**config.mk**
```make
export PLATFORM = sky130hd
export DESIGN_NAME = sdc_device_flat
export DESIGN_NICKNAME = d
export VERILOG_FILES = /design/src/rtl/sdc_pkg.sv /design/src/rtl/sdc_link_if.sv /design/src/rtl/sdc_device.sv /design/src/flat_wrapper.sv
export SDC_FILE = /design/constraint.sdc
export NUM_CORES = 1
export LEC_CHECK = 0
export BUFFER_PORTS_ARGS = -buffer_cell sky130_fd_sc_hd__buf_2
export CORE_ASPECT_RATIO = 0.75
export CORE_MARGIN = 2
export CORE_UTILIZATION = 53
export DETAILED_ROUTE_END_ITERATION = 16
export PLACE_DENSITY = 0.69
export SETUP_SLACK_MARGIN = 0.2
export SLEW_MARGIN = 5
export SYNTH_ARGS = -nofsm -noshare
export SYNTH_HDL_FRONTEND = slang
export SYNTH_SLANG_ARGS = --single-unit
```
**constraint.sdc**
```tcl
create_clock -name clk -period 6.1 [get_ports clk]
set_input_delay 1.22 -clock clk [delete_from_list [all_inputs] [get_ports clk]]
set_output_delay 1.22 -clock clk [all_outputs]
set_load 0.05 [all_outputs]
```
**src/rtl/sdc_pkg.sv**
```systemverilog
package sdc_pkg;
  // Control byte layout
  localparam int BCAST_BIT = 7;
  localparam int READ_BIT = 6;
  localparam int SPACE_BIT = 5;
  localparam int CID_BITS = 4;
  localparam int ADDR_BITS = 7;
  localparam int BYTE_BITS = 8;
  localparam logic [2:0] BIT_FIRST = 3'h0;
  localparam logic [2:0] BIT_LAST = 3'h7;
  // Event sources, one pending flag and one mask bit each
  localparam int NUM_EVENTS = 9;
  localparam int EV_LOOP = 0;
  localparam int EV_GND_KEY = 1;
  localparam int EV_RING_TRIP = 2;
  localparam int EV_POWER_ALARM = 3;
  localparam int EV_RING_ACTIVE = 4;
  localparam int EV_RING_INACTIVE = 5;
  localparam int EV_PM_ACTIVE = 6;
  localparam int EV_PM_INACTIVE = 7;
  localparam int EV_MEM_DONE = 8;
  localparam int STATUS0_BITS = 8;
  // Register space map
  localparam logic [6:0] ADDR_STATUS0 = 7'h00;
  localparam logic [6:0] ADDR_STATUS1 = 7'h01;
  localparam logic [6:0] ADDR_MASK0 = 7'h02;
  localparam logic [6:0] ADDR_MASK1 = 7'h03;
  localparam logic [8:0] PEND_RESET = 9'h000;
  localparam logic [8:0] MASK_RESET = 9'h000;
  // Frame lengths seen by the host
  localparam logic [5:0] FRAME_REG_BITS = 6'h18;
  localparam logic [5:0] FRAME_MEM_BITS = 6'h20;
  localparam logic [5:0] DATA_REG_BITS = 6'h08;
  localparam logic [5:0] DATA_MEM_BITS = 6'h10;
  // Serial clock limit against the system clock
  localparam real CLK_MHZ = 125.0;
  localparam real SCLK_MAX_MHZ = 16.13;
  localparam int SCLK_MIN_HALF = int'($ceil(CLK_MHZ / SCLK_MAX_MHZ / 2.0));
  // Device needs sync plus edge detect before its output settles
  localparam int HOST_MIN_HALF = 8;

  typedef enum logic [2:0] {
    SDC_ST_CTRL = 3'b001,
    SDC_ST_ADDR = 3'b010,
    SDC_ST_DATA = 3'b100
  } sdc_dev_state_t;

  typedef enum logic [3:0] {
    SDC_H_IDLE = 4'b0001,
    SDC_H_LEAD = 4'b0010,
    SDC_H_SHIFT = 4'b0100,
    SDC_H_TRAIL = 4'b1000
  } sdc_host_state_t;

  // Channel field travels least significant bit first
  function automatic logic [3:0] sdc_rev4(input logic [3:0] v);
    return {v[0], v[1], v[2], v[3]};
  endfunction : sdc_rev4
endpackage : sdc_pkg

```
**src/rtl/sdc_link_if.sv**
```systemverilog
`timescale 1ns/1ns
`default_nettype none
interface sdc_link_if;
  logic sclk;
  logic select_n;
  logic sdi;
  logic sdi_oe;
  logic sdo;
  logic sdo_oe;
  logic sdo_line;
  logic chain_serial_out;
  logic int_n;

  // Released output line is pulled low
  assign sdo_line = sdo_oe ? sdo : 1'b0;

  modport device(input sclk, input select_n, input sdi, output sdo,
    output sdo_oe, output chain_serial_out, output int_n);
  modport host(output sclk, output select_n, output sdi, output sdi_oe,
    input sdo_line, input int_n);
endinterface : sdc_link_if
`default_nettype wire

```
**src/rtl/sdc_device.sv**
```systemverilog
// Summary of operation
// - Clock, select, data lines plus chain output
// - Control, address (7 bits), then data bytes
// - Every byte shifts most significant bit first
// - Host holds select across each byte
// - Gated clock: eight cycles per byte, idles high
// - Shared data wire needs host release on reads
// - Select falling mid-byte returns port to idle
// - Control byte fields: broadcast, read, space, channel
// - Output released during control and address bytes
// - Host keeps serial clock under the maximum
// - Nine event sources feed the pending flags
// - One pending flag, one mask bit each
// - Event sets its flag only when unmasked
// - Interrupt output low while any flag set
// - Reading a status register clears returned flags
// - Interrupt stays asserted while status is nonzero
// - Host reads status after seeing interrupt
// - Read bit one reads; space one selects registers
// - Channel field decrements per channel down chain
// - Broadcast keeps field, every channel writes
// - Host uses broadcast only for writes
`timescale 1ns/1ns
`default_nettype none
module sdc_device #(
  parameter int CHANNELS = 2,
  parameter int MEM_DEPTH = 16
) (
  input wire logic clk,
  input wire logic reset_n,
  input wire logic clk_en,
  sdc_link_if.device link,
  input wire logic [CHANNELS-1:0][sdc_pkg::NUM_EVENTS-1:0] event_req
);
  localparam int MIDX = $clog2(MEM_DEPTH);
  localparam logic [3:0] CH_SUB = 4'(CHANNELS);

  if (CHANNELS < 1 || CHANNELS > 15
      || MEM_DEPTH < 2 || MEM_DEPTH > 64) begin : g_bad_param
    $error("sdc_device: unsupported CHANNELS or MEM_DEPTH");
  end

  function automatic logic mem_ok(input logic [6:0] a);
    return int'(a) < MEM_DEPTH;
  endfunction : mem_ok

  logic [1:0] sclk_s, csn_s, sdi_s;
  logic sclk_d, csn_d, rise, fall, sel_fall, active, byte_done;
  sdc_pkg::sdc_dev_state_t state_r;
  logic [2:0] bit_r;
  logic [7:0] shift_r, shift_nxt, ctrl_r, wdata_r;
  logic [6:0] addr_r;
  logic two_r, bc_r, borrow_r, borrow_nxt, flip, sub_bit, chain_r;
  logic [3:0] channel_select_field;
  logic bc, rd, reg_sp, hit, capture, commit, drive, any_pend;
  logic [15:0] rd_val, tx_r;
  logic sdo_r, sdo_oe_r, int_n_r;
  logic [sdc_pkg::NUM_EVENTS-1:0] pend_r [CHANNELS];
  logic [sdc_pkg::NUM_EVENTS-1:0] mask_r [CHANNELS];
  logic [15:0] mem_r [CHANNELS][MEM_DEPTH];

  // Pin synchronisers; only the second stage is ever looked at
  always_ff @(posedge clk or negedge reset_n) begin
    if (!reset_n) begin
      sclk_s <= 2'h3;
      csn_s <= 2'h3;
      sdi_s <= 2'h0;
      sclk_d <= 1'b1;
      csn_d <= 1'b1;
    end else if (clk_en) begin
      sclk_s <= {sclk_s[0], link.sclk};
      csn_s <= {csn_s[0], link.select_n};
      sdi_s <= {sdi_s[0], link.sdi};
      sclk_d <= sclk_s[1];
      csn_d <= csn_s[1];
    end
  end

  assign rise = sclk_s[1] & ~sclk_d;
  assign fall = ~sclk_s[1] & sclk_d;
  assign sel_fall = ~csn_s[1] & csn_d;
  assign active = ~csn_s[1];
  assign shift_nxt = {shift_r[6:0], sdi_s[1]};
  assign byte_done = rise & active & (bit_r == sdc_pkg::BIT_LAST);

  // Decoded control byte, valid from the address byte on
  assign channel_select_field = sdc_pkg::sdc_rev4(ctrl_r[sdc_pkg::CID_BITS-1:0]);
  assign bc = ctrl_r[sdc_pkg::BCAST_BIT];
  assign rd = ctrl_r[sdc_pkg::READ_BIT];
  assign reg_sp = ctrl_r[sdc_pkg::SPACE_BIT];
  assign hit = channel_select_field < CH_SUB;

  // Byte framing; state survives select going high between bytes
  always_ff @(posedge clk or negedge reset_n) begin
    if (!reset_n) begin
      state_r <= sdc_pkg::SDC_ST_CTRL;
      bit_r <= sdc_pkg::BIT_FIRST;
      shift_r <= 8'h00;
      ctrl_r <= 8'h00;
      addr_r <= 7'h00;
      two_r <= 1'b0;
    end else if (clk_en) begin
      if (sel_fall && bit_r != sdc_pkg::BIT_FIRST) begin
        state_r <= sdc_pkg::SDC_ST_CTRL;
        bit_r <= sdc_pkg::BIT_FIRST;
        two_r <= 1'b0;
      end else if (rise && active) begin
        bit_r <= bit_r + 3'h1;
        shift_r <= shift_nxt;
        if (bit_r == sdc_pkg::BIT_LAST) begin
          unique case (state_r)
            sdc_pkg::SDC_ST_CTRL: begin
              ctrl_r <= shift_nxt;
              state_r <= sdc_pkg::SDC_ST_ADDR;
            end
            sdc_pkg::SDC_ST_ADDR: begin
              addr_r <= shift_nxt[sdc_pkg::ADDR_BITS-1:0];
              two_r <= ~ctrl_r[sdc_pkg::SPACE_BIT];
              state_r <= sdc_pkg::SDC_ST_DATA;
            end
            sdc_pkg::SDC_ST_DATA: begin
              two_r <= 1'b0;
              if (!two_r) state_r <= sdc_pkg::SDC_ST_CTRL;
            end
          endcase
        end
      end
    end
  end

  // Serial subtract of the channel count on the channel bits
  always_comb begin
    sub_bit = CH_SUB[bit_r[1:0]];
    flip = 1'b0;
    if (state_r == sdc_pkg::SDC_ST_CTRL && bit_r[2] && !bc_r)
      flip = sub_bit ^ borrow_r;
    borrow_nxt = (~sdi_s[1] & (sub_bit | borrow_r)) | (sub_bit & borrow_r);
  end

  // Chain output follows the input with a few cycles of lag, which
  // bounds how many devices fit in one half period of the clock
  always_ff @(posedge clk or negedge reset_n) begin
    if (!reset_n) begin
      bc_r <= 1'b0;
      borrow_r <= 1'b0;
      chain_r <= 1'b0;
    end else if (clk_en) begin
      chain_r <= sdi_s[1] ^ flip;
      if (rise && active && state_r == sdc_pkg::SDC_ST_CTRL) begin
        if (bit_r == sdc_pkg::BIT_FIRST) begin
          bc_r <= sdi_s[1];
          borrow_r <= 1'b0;
        end else if (bit_r[2]) begin
          borrow_r <= borrow_nxt;
        end
      end
    end
  end

  // Read and write strobes for the addressed channel
  assign capture = byte_done && state_r == sdc_pkg::SDC_ST_ADDR
    && rd && hit && !bc;
  assign commit = byte_done && state_r == sdc_pkg::SDC_ST_DATA
    && !two_r && !rd;
  assign drive = active && state_r == sdc_pkg::SDC_ST_DATA
    && rd && hit && !bc;

  // Read value at the address just received
  always_comb begin
    rd_val = 16'h0000;
    for (int c = 0; c < CHANNELS; c++) begin
      if (channel_select_field == 4'(c)) begin
        if (reg_sp) begin
          unique case (shift_nxt[sdc_pkg::ADDR_BITS-1:0])
            sdc_pkg::ADDR_STATUS0: rd_val = {8'h00, pend_r[c][7:0]};
            sdc_pkg::ADDR_STATUS1: rd_val = {15'h0000, pend_r[c][8]};
            sdc_pkg::ADDR_MASK0: rd_val = {8'h00, mask_r[c][7:0]};
            sdc_pkg::ADDR_MASK1: rd_val = {15'h0000, mask_r[c][8]};
            default: rd_val = 16'h0000;
          endcase
        end else if (mem_ok(shift_nxt[6:0])) begin
          rd_val = mem_r[c][shift_nxt[MIDX-1:0]];
        end
      end
    end
  end

  // Output shifter: new bit on each falling edge of a read data byte, released otherwise
  always_ff @(posedge clk or negedge reset_n) begin
    if (!reset_n) begin
      tx_r <= 16'h0000;
      sdo_r <= 1'b0;
      sdo_oe_r <= 1'b0;
    end else if (clk_en) begin
      if (capture) tx_r <= reg_sp ? {rd_val[7:0], 8'h00} : rd_val;
      if (!drive) begin
        sdo_oe_r <= 1'b0;
      end else if (fall) begin
        sdo_oe_r <= 1'b1;
        sdo_r <= tx_r[15];
        tx_r <= {tx_r[14:0], 1'b0};
      end
    end
  end

  // High byte of a memory write waits for the low byte
  always_ff @(posedge clk or negedge reset_n) begin
    if (!reset_n) begin
      wdata_r <= 8'h00;
    end else if (clk_en) begin
      if (byte_done && state_r == sdc_pkg::SDC_ST_DATA && two_r)
        wdata_r <= shift_nxt;
    end
  end

  for (genvar c = 0; c < CHANNELS; c++) begin : g_ch
    logic mine, rd_me, wr_me, mem_done;
    logic [sdc_pkg::NUM_EVENTS-1:0] ev, clr;

    // Event gathering and read-to-clear of the flags returned
    always_comb begin
      mine = channel_select_field == 4'(c);
      rd_me = capture && mine;
      wr_me = commit && (bc || mine);
      mem_done = (rd_me || wr_me) && !reg_sp;
      ev = event_req[c];
      ev[sdc_pkg::EV_MEM_DONE] = ev[sdc_pkg::EV_MEM_DONE] | mem_done;
      clr = '0;
      if (rd_me && reg_sp) begin
        if (shift_nxt[6:0] == sdc_pkg::ADDR_STATUS0)
          clr[sdc_pkg::STATUS0_BITS-1:0] = pend_r[c][7:0];
        if (shift_nxt[6:0] == sdc_pkg::ADDR_STATUS1)
          clr[sdc_pkg::EV_MEM_DONE] = pend_r[c][8];
      end
    end

    // A new event beats a clear in the same cycle
    always_ff @(posedge clk or negedge reset_n) begin
      if (!reset_n) pend_r[c] <= sdc_pkg::PEND_RESET;
      else if (clk_en)
        pend_r[c] <= (pend_r[c] & ~clr) | (ev & mask_r[c]);
    end

    // Committed writes to mask register or memory
    always_ff @(posedge clk or negedge reset_n) begin
      if (!reset_n) begin
        mask_r[c] <= sdc_pkg::MASK_RESET;
        for (int i = 0; i < MEM_DEPTH; i++) mem_r[c][i] <= 16'h0000;
      end else if (clk_en && wr_me) begin
        if (reg_sp) begin
          if (addr_r == sdc_pkg::ADDR_MASK0)
            mask_r[c][7:0] <= shift_nxt;
          if (addr_r == sdc_pkg::ADDR_MASK1) mask_r[c][8] <= shift_nxt[0];
        end else if (mem_ok(addr_r)) begin
          mem_r[c][addr_r[MIDX-1:0]] <= {wdata_r, shift_nxt};
        end
      end
    end
  end

  // Interrupt is the NOR of every pending flag
  always_comb begin
    any_pend = 1'b0;
    for (int c = 0; c < CHANNELS; c++) any_pend = any_pend | (|pend_r[c]);
  end

  always_ff @(posedge clk or negedge reset_n) begin
    if (!reset_n) int_n_r <= 1'b1;
    else if (clk_en) int_n_r <= ~any_pend;
  end

  assign link.sdo = sdo_r;
  assign link.sdo_oe = sdo_oe_r;
  assign link.chain_serial_out = chain_r;
  assign link.int_n = int_n_r;
endmodule : sdc_device
`default_nettype wire

```
**src/flat_wrapper.sv**
```systemverilog
// flat-port wrapper written by rule: the top's interface ports become plain ports
module sdc_device_flat 
#(
  parameter int CHANNELS = 2,
  parameter int MEM_DEPTH = 16
)
  (clk, reset_n, clk_en, event_req, link_sclk, link_select_n, link_sdi, link_sdo, link_sdo_oe, link_chain_serial_out, link_int_n);
  sdc_link_if link_i ();
  input wire logic clk;
  input wire logic reset_n;
  input wire logic clk_en;
  input wire logic [CHANNELS-1:0][sdc_pkg::NUM_EVENTS-1:0] event_req;
  input wire logic [$bits(link_i.sclk)-1:0] link_sclk;
  input wire logic [$bits(link_i.select_n)-1:0] link_select_n;
  input wire logic [$bits(link_i.sdi)-1:0] link_sdi;
  output wire logic [$bits(link_i.sdo)-1:0] link_sdo;
  output wire logic [$bits(link_i.sdo_oe)-1:0] link_sdo_oe;
  output wire logic [$bits(link_i.chain_serial_out)-1:0] link_chain_serial_out;
  output wire logic [$bits(link_i.int_n)-1:0] link_int_n;
  assign link_i.sclk = link_sclk;
  assign link_i.select_n = link_select_n;
  assign link_i.sdi = link_sdi;
  assign link_sdo = link_i.sdo;
  assign link_sdo_oe = link_i.sdo_oe;
  assign link_chain_serial_out = link_i.chain_serial_out;
  assign link_int_n = link_i.int_n;
  sdc_device #(.CHANNELS(CHANNELS), .MEM_DEPTH(MEM_DEPTH)) u_core (.clk(clk), .reset_n(reset_n), .clk_en(clk_en), .link(link_i), .event_req(event_req));
endmodule
```
Word level (Yosys, flattened, before mapping)

Cells that the tools add are included.

Logic and storage cells: 218
Output and inout bits: 4
Register bits after elaboration: 615
Bits of input ports: 24

Bitwise gates (word level): 31
Reduce and logical (&&, ||, !) cells: 64
Equality and inequality tests: 12
Muxes and demuxes: 46
Add/sub/neg operators: 1
Order comparisons: 7

Operators with widths:

| operator             | count |
|---|---|
| $bwmux W256          | 2 |
| $mux W16             | 15 |
| $bmux W16 S4         | 2 |
| $demux W16 S4        | 1 |
| $pmux W8 S4          | 2 |
| $and A9 B9 Y9        | 4 |
| $reduce_and A3 Y1    | 10 |
| $eq A7 B2 Y1 const B | 4 |
| $logic_and A1 B1 Y1  | 28 |
| $mux W3              | 6 |
| $mux W9              | 2 |
| $not A9 Y9           | 2 |
| $or A9 B9 Y9         | 2 |
| $reduce_or A9 Y1     | 2 |
| $mux W8              | 2 |
| $lt A7 B5 Y1 const B | 2 |
| $mux W1              | 11 |
| $ge A5 B5 Y1 const B | 2 |
| $not A4 Y5           | 2 |
| $reduce_and A5 Y1    | 2 |
| $pmux W3 S3          | 1 |
| $reduce_and A4 Y1    | 2 |
| $and A1 B1 Y1        | 7 |
| $eq A7 B1 Y1 const B | 1 |
| 23 further kinds     | 47 |

Depth between registers and ports, before layout

Gate-level depths: netlist (run 1).

Depth in word-level cells: 14
Depth in mapped cells: 9
Mapped depth without buffers: 7

Worst setup path before layout (run 1)

Ideal clock, no wire load.

Path type: input to register
From: in clk_en
To: reg u_core.mem_r[181] in the netlist's numbering
Library setup time: 125 ps
Stages: 7
Data arrival time: 2908 ps
Path slack: 3066 ps
Data required time: 5975 ps
Path through: nor4b_1 > nand2_1 > nor3_4 > buf_8 > nand3_4 > buf_6 > mux2_4

Longest elaborated chain between the ends: 2

RTL lines:

| what                            | line               | RTL |
|---|---|---|
| from (decl)                     | flat_wrapper.sv:11 | `input wire logic clk_en;` |
| $logic_and A1 B1 Y1             | sdc_device.sv:249  | `end else if (clk_en && wr_me) begin` |
| $reduce_and A3 Y1 (no line)     | --                 |  |
| to (signal, indexed assignment) | sdc_device.sv:255  | `mem_r[c][addr_r[MIDX-1:0]] <= {wdata_r, shift_nxt};` |
| to (decl)                       | sdc_device.sv:60   | `logic [15:0] mem_r [CHANNELS][MEM_DEPTH];` |

Every way passes these cells.
A chain may end at the register's enable or synchronous reset.

Worst setup path in the final report (run 1)

From: in clk_en
To: reg u_core.mem_r[501] in the netlist's numbering

The elaborated chain is that of the path after synthesis.

==> results of run 1 <==
-- area by class of cell --
cell class                      count  area (µm²)
Inverter                           13        48.8
Tap cell                          722         903
Timing Repair Buffer               61         488
Clock buffer                      102        1890
Clock inverter                     10         133
Multi-Input combinational cell   1199       12800
Fill cell                        4226       22700
Sequential cell                   614       15400
-- placed cells by master, fill, tap and decap left out, types with 17 or more instances in the layout --
cell type  count
dfrtp_1      601
mux2_2       524
mux4_2       111
nand2_1       71
clkbuf_16     61
mux2i_1       56
mux2_4        43
o21ai_0       38
nor2_1        33
buf_4         27
buf_2         26
nand3_1       22
a21oi_1       22
clkbuf_8      21
nand3_4       20
clkbuf_1      20
a32o_1        19
nor2b_1       18
o22ai_1       18
nor3_1        17
-- cell families (layout without fill, tap and decap cells) --
logic type | count (synthesis) | in the layout | share of synthesized area
flops | 614 | 614 | 0.529
buf+inv | 176 | 186 | 0.0307
xor+xnor | 1 | 1 | 0.000301
mux | 735 | 735 | 0.331
simple gates | 279 | 279 | 0.0630
fa+ha+maj | 6 | 6 | 0.00258
compound gates | 178 | 178 | 0.0434
-- per-layer routing --
metal  wire (µm)  up-vias  global-route usage
met1       33700     9411               0.403
met3        5730      111              0.0582
li1            -     7375                   -
met2       32900      603               0.393
met5          13        -                   0
met4        2000        2              0.0831
-- path summary, 6_finish.rpt --
kind                                               start                            end  slack, ps  depth (start not counted)
setup / recovery                                  clk_en  u_core.mem_r[501]$_DFFE_PN0P_       2240                          7
hold reg to reg              u_core.tx_r[15]$_DFFE_PN0P_    u_core.link.sdo$_DFFE_PN0P_        490                          2
max in group asynchronous                        reset_n  u_core.mem_r[415]$_DFFE_PN0P_       4020                          2
setup reg to reg           u_core.state_r[1]$_DFFE_PN0P_  u_core.mem_r[501]$_DFFE_PN0P_       2410                          6
min in group asynchronous                        reset_n  u_core.mem_r[192]$_DFFE_PN0P_        700                          1
hold / removal               u_core.tx_r[15]$_DFFE_PN0P_    u_core.link.sdo$_DFFE_PN0P_        490                          2
-- report_power, final --
| group | internal [mW] | switching, mW |
|---|---|---|
| Clock | 2.22 | 1.58 |
| Combinational | 0.505 | 1.09 |
| Sequential | 4.13 | 0.230 |
| Total | 6.85 | 2.90 |
-- state kept, by name (all words and copies together) (netlist names) --
| register | count |
|---|---|
| u_core.addr_r | 7 |
| u_core.shift_r | 7 |
| u_core.sclk_d | 1 |
| u_core.link.sdo_oe | 1 |
| u_core.link.sdo | 1 |
| u_core.pend_r | 18 |
| u_core.ctrl_r | 7 |
| u_core.mem_r | 512 |
| u_core.state_r | 3 |
| u_core.mask_r | 18 |
| u_core.link.int_n | 1 |
| u_core.borrow_r | 1 |
| u_core.sclk_s | 2 |
| u_core.bit_r | 3 |
| u_core.wdata_r | 8 |
| u_core.bc_r | 1 |
| u_core.csn_s | 2 |
| u_core.csn_d | 1 |
| u_core.tx_r | 16 |
| u_core.two_r | 1 |
| u_core.sdi_s | 2 |
| u_core.link.chain_serial_out | 1 |
-- critical path: cells and delay by family --
kind	cells	cell delay (ps)
and+or+nand+nor	4	2230
buffers and inverters	2	410
muxes	1	470
-- stage by stage --
step / hold WS [ps] / std cells / util
floorplan: 447 / 1989 / -
global route: 510 / 2721 / 0.582
CTS: 495 / 2721 / 0.582
finish: 492 / 2721 / 0.582
detailed placement: 484 / 2609 / 0.545
global placement: 463 / 2609 / 0.545
==> results.sh, run 1 <==
export IMPL_outcome="finished, final reports clean"
export IMPL_clock_sinks=614
export IMPL_yosys_most_used_dff="dfrtp_1"
export IMPL_diodes=0
export IMPL_p_per_area_mw_per_mm2=308
export IMPL_io_pins=28
export IMPL_synth_top_cells_by_count="dfrtp_1 (606), mux2_2 (524), mux4_2 (111)"
export IMPL_worst_path_max_fanout=16
export IMPL_peakVddDrop_v=0.000401
export IMPL_start_util=0.535
export IMPL_fin_worst_skew_ps=21.6
export IMPL_clock_latency_ps=640
export IMPL_report_final_slew_viol_count=0
export IMPL_cts_setup_buffers=0
export IMPL_route_antenna_remaining_nets=0
export IMPL_hp_class="flip-flop to flip-flop"
export IMPL_dp_hpwl_um=46600
export IMPL_slowest_stage="nor4b_1"
export IMPL_io_buffers=27
export IMPL_syn_to_final_growth_pct=8.93
export IMPL_required_ps=6610
export IMPL_synth_top_cell_area_share=0.522
export IMPL_core_rowCount=74
export IMPL_syn_avg_cell_area_um2=14.6
export IMPL_core_area_mm2=0.0543
export IMPL_nets=1979
export IMPL_wire_per_inst_um=27.3
export IMPL_syn_cell_area_mm2=0.0291
export IMPL_yosysWarnings=0
export IMPL_cts_htree_levels=2
export IMPL_clk_pin_slew_ps=60
export IMPL_die_height_um=207
export IMPL_async_reset_ff_frac=1.00
export IMPL_die_x_um=274
export IMPL_crit_chain="buf_2, nor4b_1, nand2_1, nor3_4, buf_4, nand3_2, mux2_2"
export IMPL_start_kind="input pin"
export IMPL_synth_nets=2019
export IMPL_grt_max_degree=158
export IMPL_ys_top_cells_by_area="dfrtp_1 (52%), mux2_2 (20%), mux4_2 (8.6%)"
export IMPL_cts_tree="built"
export IMPL_drv_cap=0
export IMPL_dpl_cell_area_mm2=0.0296
export IMPL_setup_tns_ps=0
export IMPL_dr_pass1_iters=5
export IMPL_hold_viol_final=0
export IMPL_rsz0062_at_grt="false"
export IMPL_synth_enable_flop_cells=0
export IMPL_routed_wl_um=74400
export IMPL_grt_pass1_vias=17647
export IMPL_viasPerCell=6.43
export IMPL_cts_max_path_buffers=3
export IMPL_worst_pin_slew_ps=1310
export IMPL_max_stage_delay_ps=790
export IMPL_finalSetupViolations=0
export IMPL_design_area_mm2=0.0317
export IMPL_track_usage=0.269
export IMPL_cts_root_buf="clkbuf_16"
export IMPL_gr_total_overflow=0
export IMPL_crit_type="input pin to flip-flop"
export IMPL_yosysTopAreaCell="dfrtp_1"
export IMPL_arrival_ps=4370
export IMPL_cts_buffers=60
export IMPL_end_kind="flip-flop"
export IMPL_fmax_mhz=259
export IMPL_fp_dieArea_mm2=0.0567
export IMPL_ys_types=81
export IMPL_synth_most_common_cell="dfrtp_1"
export IMPL_syn_inst=1989
export IMPL_post_place_ws_ps=1710
export IMPL_fin_crit_sh=0.633
export IMPL_antenna_found_initial=3
export IMPL_ys_ff_latch=614
export IMPL_p_total_mw=9.75
export IMPL_power_leakage_nw=15.0
export IMPL_fin_ws_ps=2240
export IMPL_maxSlewHeadroom=0.129
export IMPL_hold_buffers=0
export IMPL_via_count=17502
export IMPL_drtIter0Drc=1765
export IMPL_drive_gt1_frac=0.447
export IMPL_gp_congestion=0.984
export IMPL_drc=0
export IMPL_cts_resized=0
export IMPL_ys_seq_area_frac=0.529
export IMPL_period_needed_ps=3860
export IMPL_grt_first_pass_wirelength_um=113000
No activity file was read; power rests on OpenSTA's default activity.
==> run 2: changes to the inputs <==
Settings changed: PLACE_DENSITY 0.69 to 0.71.
Clock period 6.1 ns to 3.27 ns, I/O delays scaled along.
==> results.sh, run 2 (synthesized netlist as in run 1, its figures left out) <==
export IMPL_clock_latency_ps=620
export IMPL_arrival_ps=3370
export IMPL_syn_to_final_growth_pct=10.6
export IMPL_io_pins=28
export IMPL_cts_tree="built"
export IMPL_p_clk_frac=0.374
export IMPL_report_final_slew_viol_count=0
export IMPL_io_buffers=27
export IMPL_hp_class="input pin to async pin"
export IMPL_viasPerCell=6.52
export IMPL_maxSlewHeadroom=0.183
export IMPL_cts_root_buf="clkbuf_16"
export IMPL_cts_max_path_buffers=3
export IMPL_pwr_share_seq=0.441
export IMPL_core_area_mm2=0.0543
export IMPL_wire_per_inst_um=28.0
export IMPL_via_count=18101
export IMPL_cts_htree_levels=2
export IMPL_end_kind="flip-flop"
export IMPL_power_leakage_nw=15.3
export IMPL_cts_resized=0
export IMPL_clk_pin_slew_ps=70
export IMPL_nets=2040
export IMPL_die_x_um=274
export IMPL_cts_setup_buffers=0
export IMPL_rsz0062_at_grt="false"
export IMPL_antenna_found_initial=1
export IMPL_hold_buffers=0
export IMPL_start_util=0.535
export IMPL_setup_tns_ps=0
export IMPL_p_switching_mw=5.51
export IMPL_whs_ps=38.1
export IMPL_start_kind="flip-flop"
export IMPL_largest_reg_flops=512
export IMPL_track_usage=0.282
export IMPL_final_common_cell="dfrtp_1"
export IMPL_grt_pass1_vias=18654
export IMPL_clock_sinks=614
export IMPL_cts_buffers=58
export IMPL_drive_gt1_frac=0.463
export IMPL_fmax_mhz=348
export IMPL_fin_util=0.592
export IMPL_p_sw_frac=0.300
export IMPL_reg_largest_list="u_core.mem_r: 512 flops, u_core.mask_r: 18 flops, u_core.pend_r: 18 flops"
export IMPL_peakVddDrop_v=0.000444
export IMPL_worst_pin_slew_ps=1230
export IMPL_grt_first_pass_wirelength_um=119000
export IMPL_period_needed_ps=2870
export IMPL_routed_wl_um=77700
export IMPL_gp_congestion=0.983
export IMPL_grt_max_degree=93
export IMPL_crit_type="flip-flop to flip-flop"
export IMPL_largest_register="u_core.mem_r"
export IMPL_drv_cap=0
export IMPL_p_comb_frac=0.185
export IMPL_hold_viol_final=0
export IMPL_p_per_area_mw_per_mm2=571
export IMPL_p_int_mw=12.9
export IMPL_die_height_um=207
export IMPL_layout_common_cells="dfrtp_1 (601), mux2_2 (524), mux4_2 (111), buf_4 (80), nand2_1 (71)"
export IMPL_drtIter0Drc=2190
export IMPL_core_rowCount=74
export IMPL_worst_path_max_fanout=20
export IMPL_outcome="finished, final reports clean"
export IMPL_fp_dieArea_mm2=0.0567
export IMPL_drc=0
export IMPL_dr_pass1_iters=6
export IMPL_fin_worst_skew_ps=18.7
export IMPL_gr_total_overflow=0
export IMPL_dp_hpwl_um=50600
export IMPL_fin_crit_sh=0.879
export IMPL_route_antenna_remaining_nets=0
export IMPL_required_ps=3770
export IMPL_finalSetupViolations=0
run 2: cell type report:
class | count | area (µm²)
Timing Repair Buffer | 124 | 1090
Clock inverter | 11 | 139
Fill cell | 4136 | 22200
Tap cell | 722 | 903
Multi-Input combinational cell | 1199 | 12800
Clock buffer | 92 | 1780
Antenna cell | 1 | 2.50
Inverter | 13 | 48.8
Sequential cell | 614 | 15400
run 2: worst paths after layout:
path	startpoint	to	slack, ps	depth (start not counted)
min in group clk	link_select_n	u_core.csn_s[0]$_DFFE_PN1P_	270	2
max reg2reg	u_core.shift_r[0]$_DFFE_PN0P_	u_core.tx_r[10]$_DFFE_PN0P_	400	8
max	u_core.shift_r[0]$_DFFE_PN0P_	u_core.tx_r[10]$_DFFE_PN0P_	400	8
max in group asynchronous	reset_n	u_core.mem_r[260]$_DFFE_PN0P_	2230	2
min reg2reg	u_core.mem_r[105]$_DFFE_PN0P_	u_core.mem_r[105]$_DFFE_PN0P_	490	1
min	reset_n	u_core.mem_r[230]$_DFFE_PN0P_	40	1
run 2: stage by stage:
| stage | instances | setup WS (ps) | total power [mW] | instance area, µm² |
|---|---|---|---|---|
| 3_3_place_gp | 2672 | 400 | 11.5 | 30200 |
| 6_report | 2776 | 397 | 18.4 | 32100 |
| 4_1_cts | 2775 | 454 | 18.4 | 32100 |
| 5_1_grt | 2775 | 281 | 19.0 | 32100 |
| 2_1_floorplan | 1989 | 774 | 10.0 | 29100 |
| 3_5_place_dp | 2672 | 440 | 11.6 | 30200 |
run 2: worst max-delay path, cell delays in order (launching register included):
cell	delay, ps
dfrtp_4	720
buf_12	250
buf_12	160
buf_12	180
mux4_2	300
a22oi_1	550
nor2_1	90
nor4b_1	340
a21oi_1	120
run 2: power by group through the flow:
stage          clock (mW)  sequential (mW)  combinational (mW)
2_1_floorplan           0             7.90                2.14
5_1_grt              7.30             8.10                3.61
3_3_place_gp            0             8.21                3.29
3_5_place_dp            0             8.22                3.36
4_1_cts              6.97             8.08                3.37
6_report             6.87             8.09                3.40
run 2: layer usage:
metal	global-route usage	up-vias	routed length, µm
li1	-	7495	-
met1	0.421	9676	34900
met2	0.404	756	33100
met3	0.0709	174	7030
met4	0.0986	0	2710
met5	0.00509	-	0
==> run 3: changes to the inputs <==
Settings changed: CORE_ASPECT_RATIO 0.75 to unset.
==> results.sh, run 3 (synthesized netlist as in run 1, its figures left out) <==
export IMPL_io_buffers=27
export IMPL_outcome="finished, final reports clean"
export IMPL_peakVddDrop_v=0.000558
export IMPL_drv_cap=0
export IMPL_p_clk_frac=0.388
export IMPL_track_usage=0.283
export IMPL_cts_max_path_buffers=3
export IMPL_post_place_ws_ps=303
export IMPL_maxSlewHeadroom=0.121
export IMPL_p_per_area_mw_per_mm2=586
export IMPL_gr_total_overflow=0
export IMPL_syn_to_final_growth_pct=11.6
export IMPL_fin_crit_sh=0.912
export IMPL_hold_viol_final=0
export IMPL_rsz0062_at_grt="false"
export IMPL_hold_buffers=0
export IMPL_layout_common_cells="dfrtp_1 (602), mux2_2 (524), mux4_2 (111), buf_4 (96), nand2_1 (71)"
export IMPL_power_leakage_nw=15.5
export IMPL_pwr_share_seq=0.427
export IMPL_die_x_um=238
export IMPL_die_height_um=238
export IMPL_hp_class="input pin to async pin"
export IMPL_clock_latency_ps=600
export IMPL_grt_busiest_layer="met2"
export IMPL_dpl_cell_area_mm2=0.0303
export IMPL_whs_ps=127
export IMPL_design_area_mm2=0.0324
export IMPL_dr_pass1_iters=7
export IMPL_start_util=0.538
export IMPL_fp_dieArea_mm2=0.0567
export IMPL_drtIter0Drc=1462
export IMPL_cts_root_buf="clkbuf_16"
export IMPL_p_int_mw=13.3
export IMPL_wire_per_inst_um=28.2
export IMPL_start_kind="flip-flop"
export IMPL_fmax_mhz=335
export IMPL_arrival_ps=3440
export IMPL_use_met1=0.409
export IMPL_reg_largest_list="u_core.mem_r: 512 flops, u_core.mask_r: 18 flops, u_core.pend_r: 18 flops"
export IMPL_largest_reg_flops=512
export IMPL_cts_buffers=66
export IMPL_setup_tns_ps=0
export IMPL_p_total_mw=19.0
export IMPL_largest_register="u_core.mem_r"
export IMPL_clk_pin_slew_ps=60
export IMPL_end_kind="flip-flop"
export IMPL_cts_setup_buffers=0
export IMPL_drc=0
export IMPL_crit_type="flip-flop to flip-flop"
export IMPL_p_switching_mw=5.69
export IMPL_antenna_found_initial=0
export IMPL_startpoint="u_core.shift_r[0]$_DFFE_PN0P_"
export IMPL_nets=2065
export IMPL_placed_cells=2663
export IMPL_worst_pin_slew_ps=1320
export IMPL_core_rowCount=85
export IMPL_cts_htree_levels=3
export IMPL_report_final_slew_viol_count=0
export IMPL_worst_path_max_fanout=43
export IMPL_viasPerCell=6.49
export IMPL_dp_hpwl_um=51600
export IMPL_required_ps=3730
export IMPL_period_needed_ps=2980
export IMPL_clock_sinks=614
export IMPL_fin_util=0.600
export IMPL_cts_tree="built"
export IMPL_fin_ws_ps=287
export IMPL_grt_first_pass_wirelength_um=120000
export IMPL_use_met3=0.0428
export IMPL_via_count=17990
export IMPL_grt_max_degree=102
export IMPL_grt_pass1_vias=18608
export IMPL_diodes=0
export IMPL_fin_worst_skew_ps=21.6
export IMPL_route_antenna_remaining_nets=0
export IMPL_p_sw_frac=0.300
export IMPL_gp_congestion=0.933
export IMPL_finalSetupViolations=0
export IMPL_routed_wl_um=78300
export IMPL_p_comb_frac=0.185
export IMPL_final_cells=2774
export IMPL_reg2reg_from="u_core.shift_r[0]$_DFFE_PN0P_"
export IMPL_drive_gt1_frac=0.467
export IMPL_grtUsageMet2=0.444
export IMPL_final_common_cell="dfrtp_1"
export IMPL_core_area_mm2=0.0540
export IMPL_io_pins=28
[run 3: worst max-delay path, cell delays in order (launching register included)]
cell,delay (ps)
dfrtp_4,740
buf_12,350
mux4_2,560
mux2i_1,240
mux2i_1,250
o221ai_1,480
a31oi_1,150
[run 3: power groups by stage]
stage / clock [mW] / combinational (mW) / sequential [mW]
final: 7.38 / 3.51 / 8.11
after detailed placement: 0 / 3.47 / 8.24
after global placement: 0 / 3.45 / 8.24
after global routing: 7.81 / 3.70 / 8.13
after floorplan: 0 / 2.14 / 7.90
after CTS: 7.48 / 3.48 / 8.10
[run 3: worst paths after layout]
kind,to,slack (ps),cells after the start
max,u_core.tx_r[15]$_DFFE_PN0P_,290,6
min,u_core.mem_r[226]$_DFFE_PN0P_,130,1
max reg2reg,u_core.tx_r[15]$_DFFE_PN0P_,290,6
min reg2reg,u_core.link.sdo$_DFFE_PN0P_,490,2
max in group asynchronous,u_core.csn_d$_DFFE_PN1P_,2170,2
min in group clk,u_core.sdi_s[0]$_DFFE_PN0P_,290,2
[run 3: area by class of cell]
| cell class | instances | area [µm²] |
|---|---|---|
| Sequential cell | 614 | 15400 |
| Clock inverter | 10 | 135 |
| Multi-Input combinational cell | 1199 | 12800 |
| Timing Repair Buffer | 141 | 1230 |
| Fill cell | 4096 | 21600 |
| Tap cell | 696 | 871 |
| Clock buffer | 101 | 1970 |
| Inverter | 13 | 48.8 |
[run 3: repair_timing]
| action | 4_1_cts | 5_1_grt |
|---|---|---|
| resized for setup | 0 | 1 |
| setup endpoints to repair | 0 | 1 |
| endpoints found under the hold margin | 0 | 0 |
[run 3: routing by layer]
layer	part of all wire	vias up
met2	0.47	564
met1	0.44	9708
met5	0	-
met4	0.032	0
met3	0.055	148
li1	-	7570
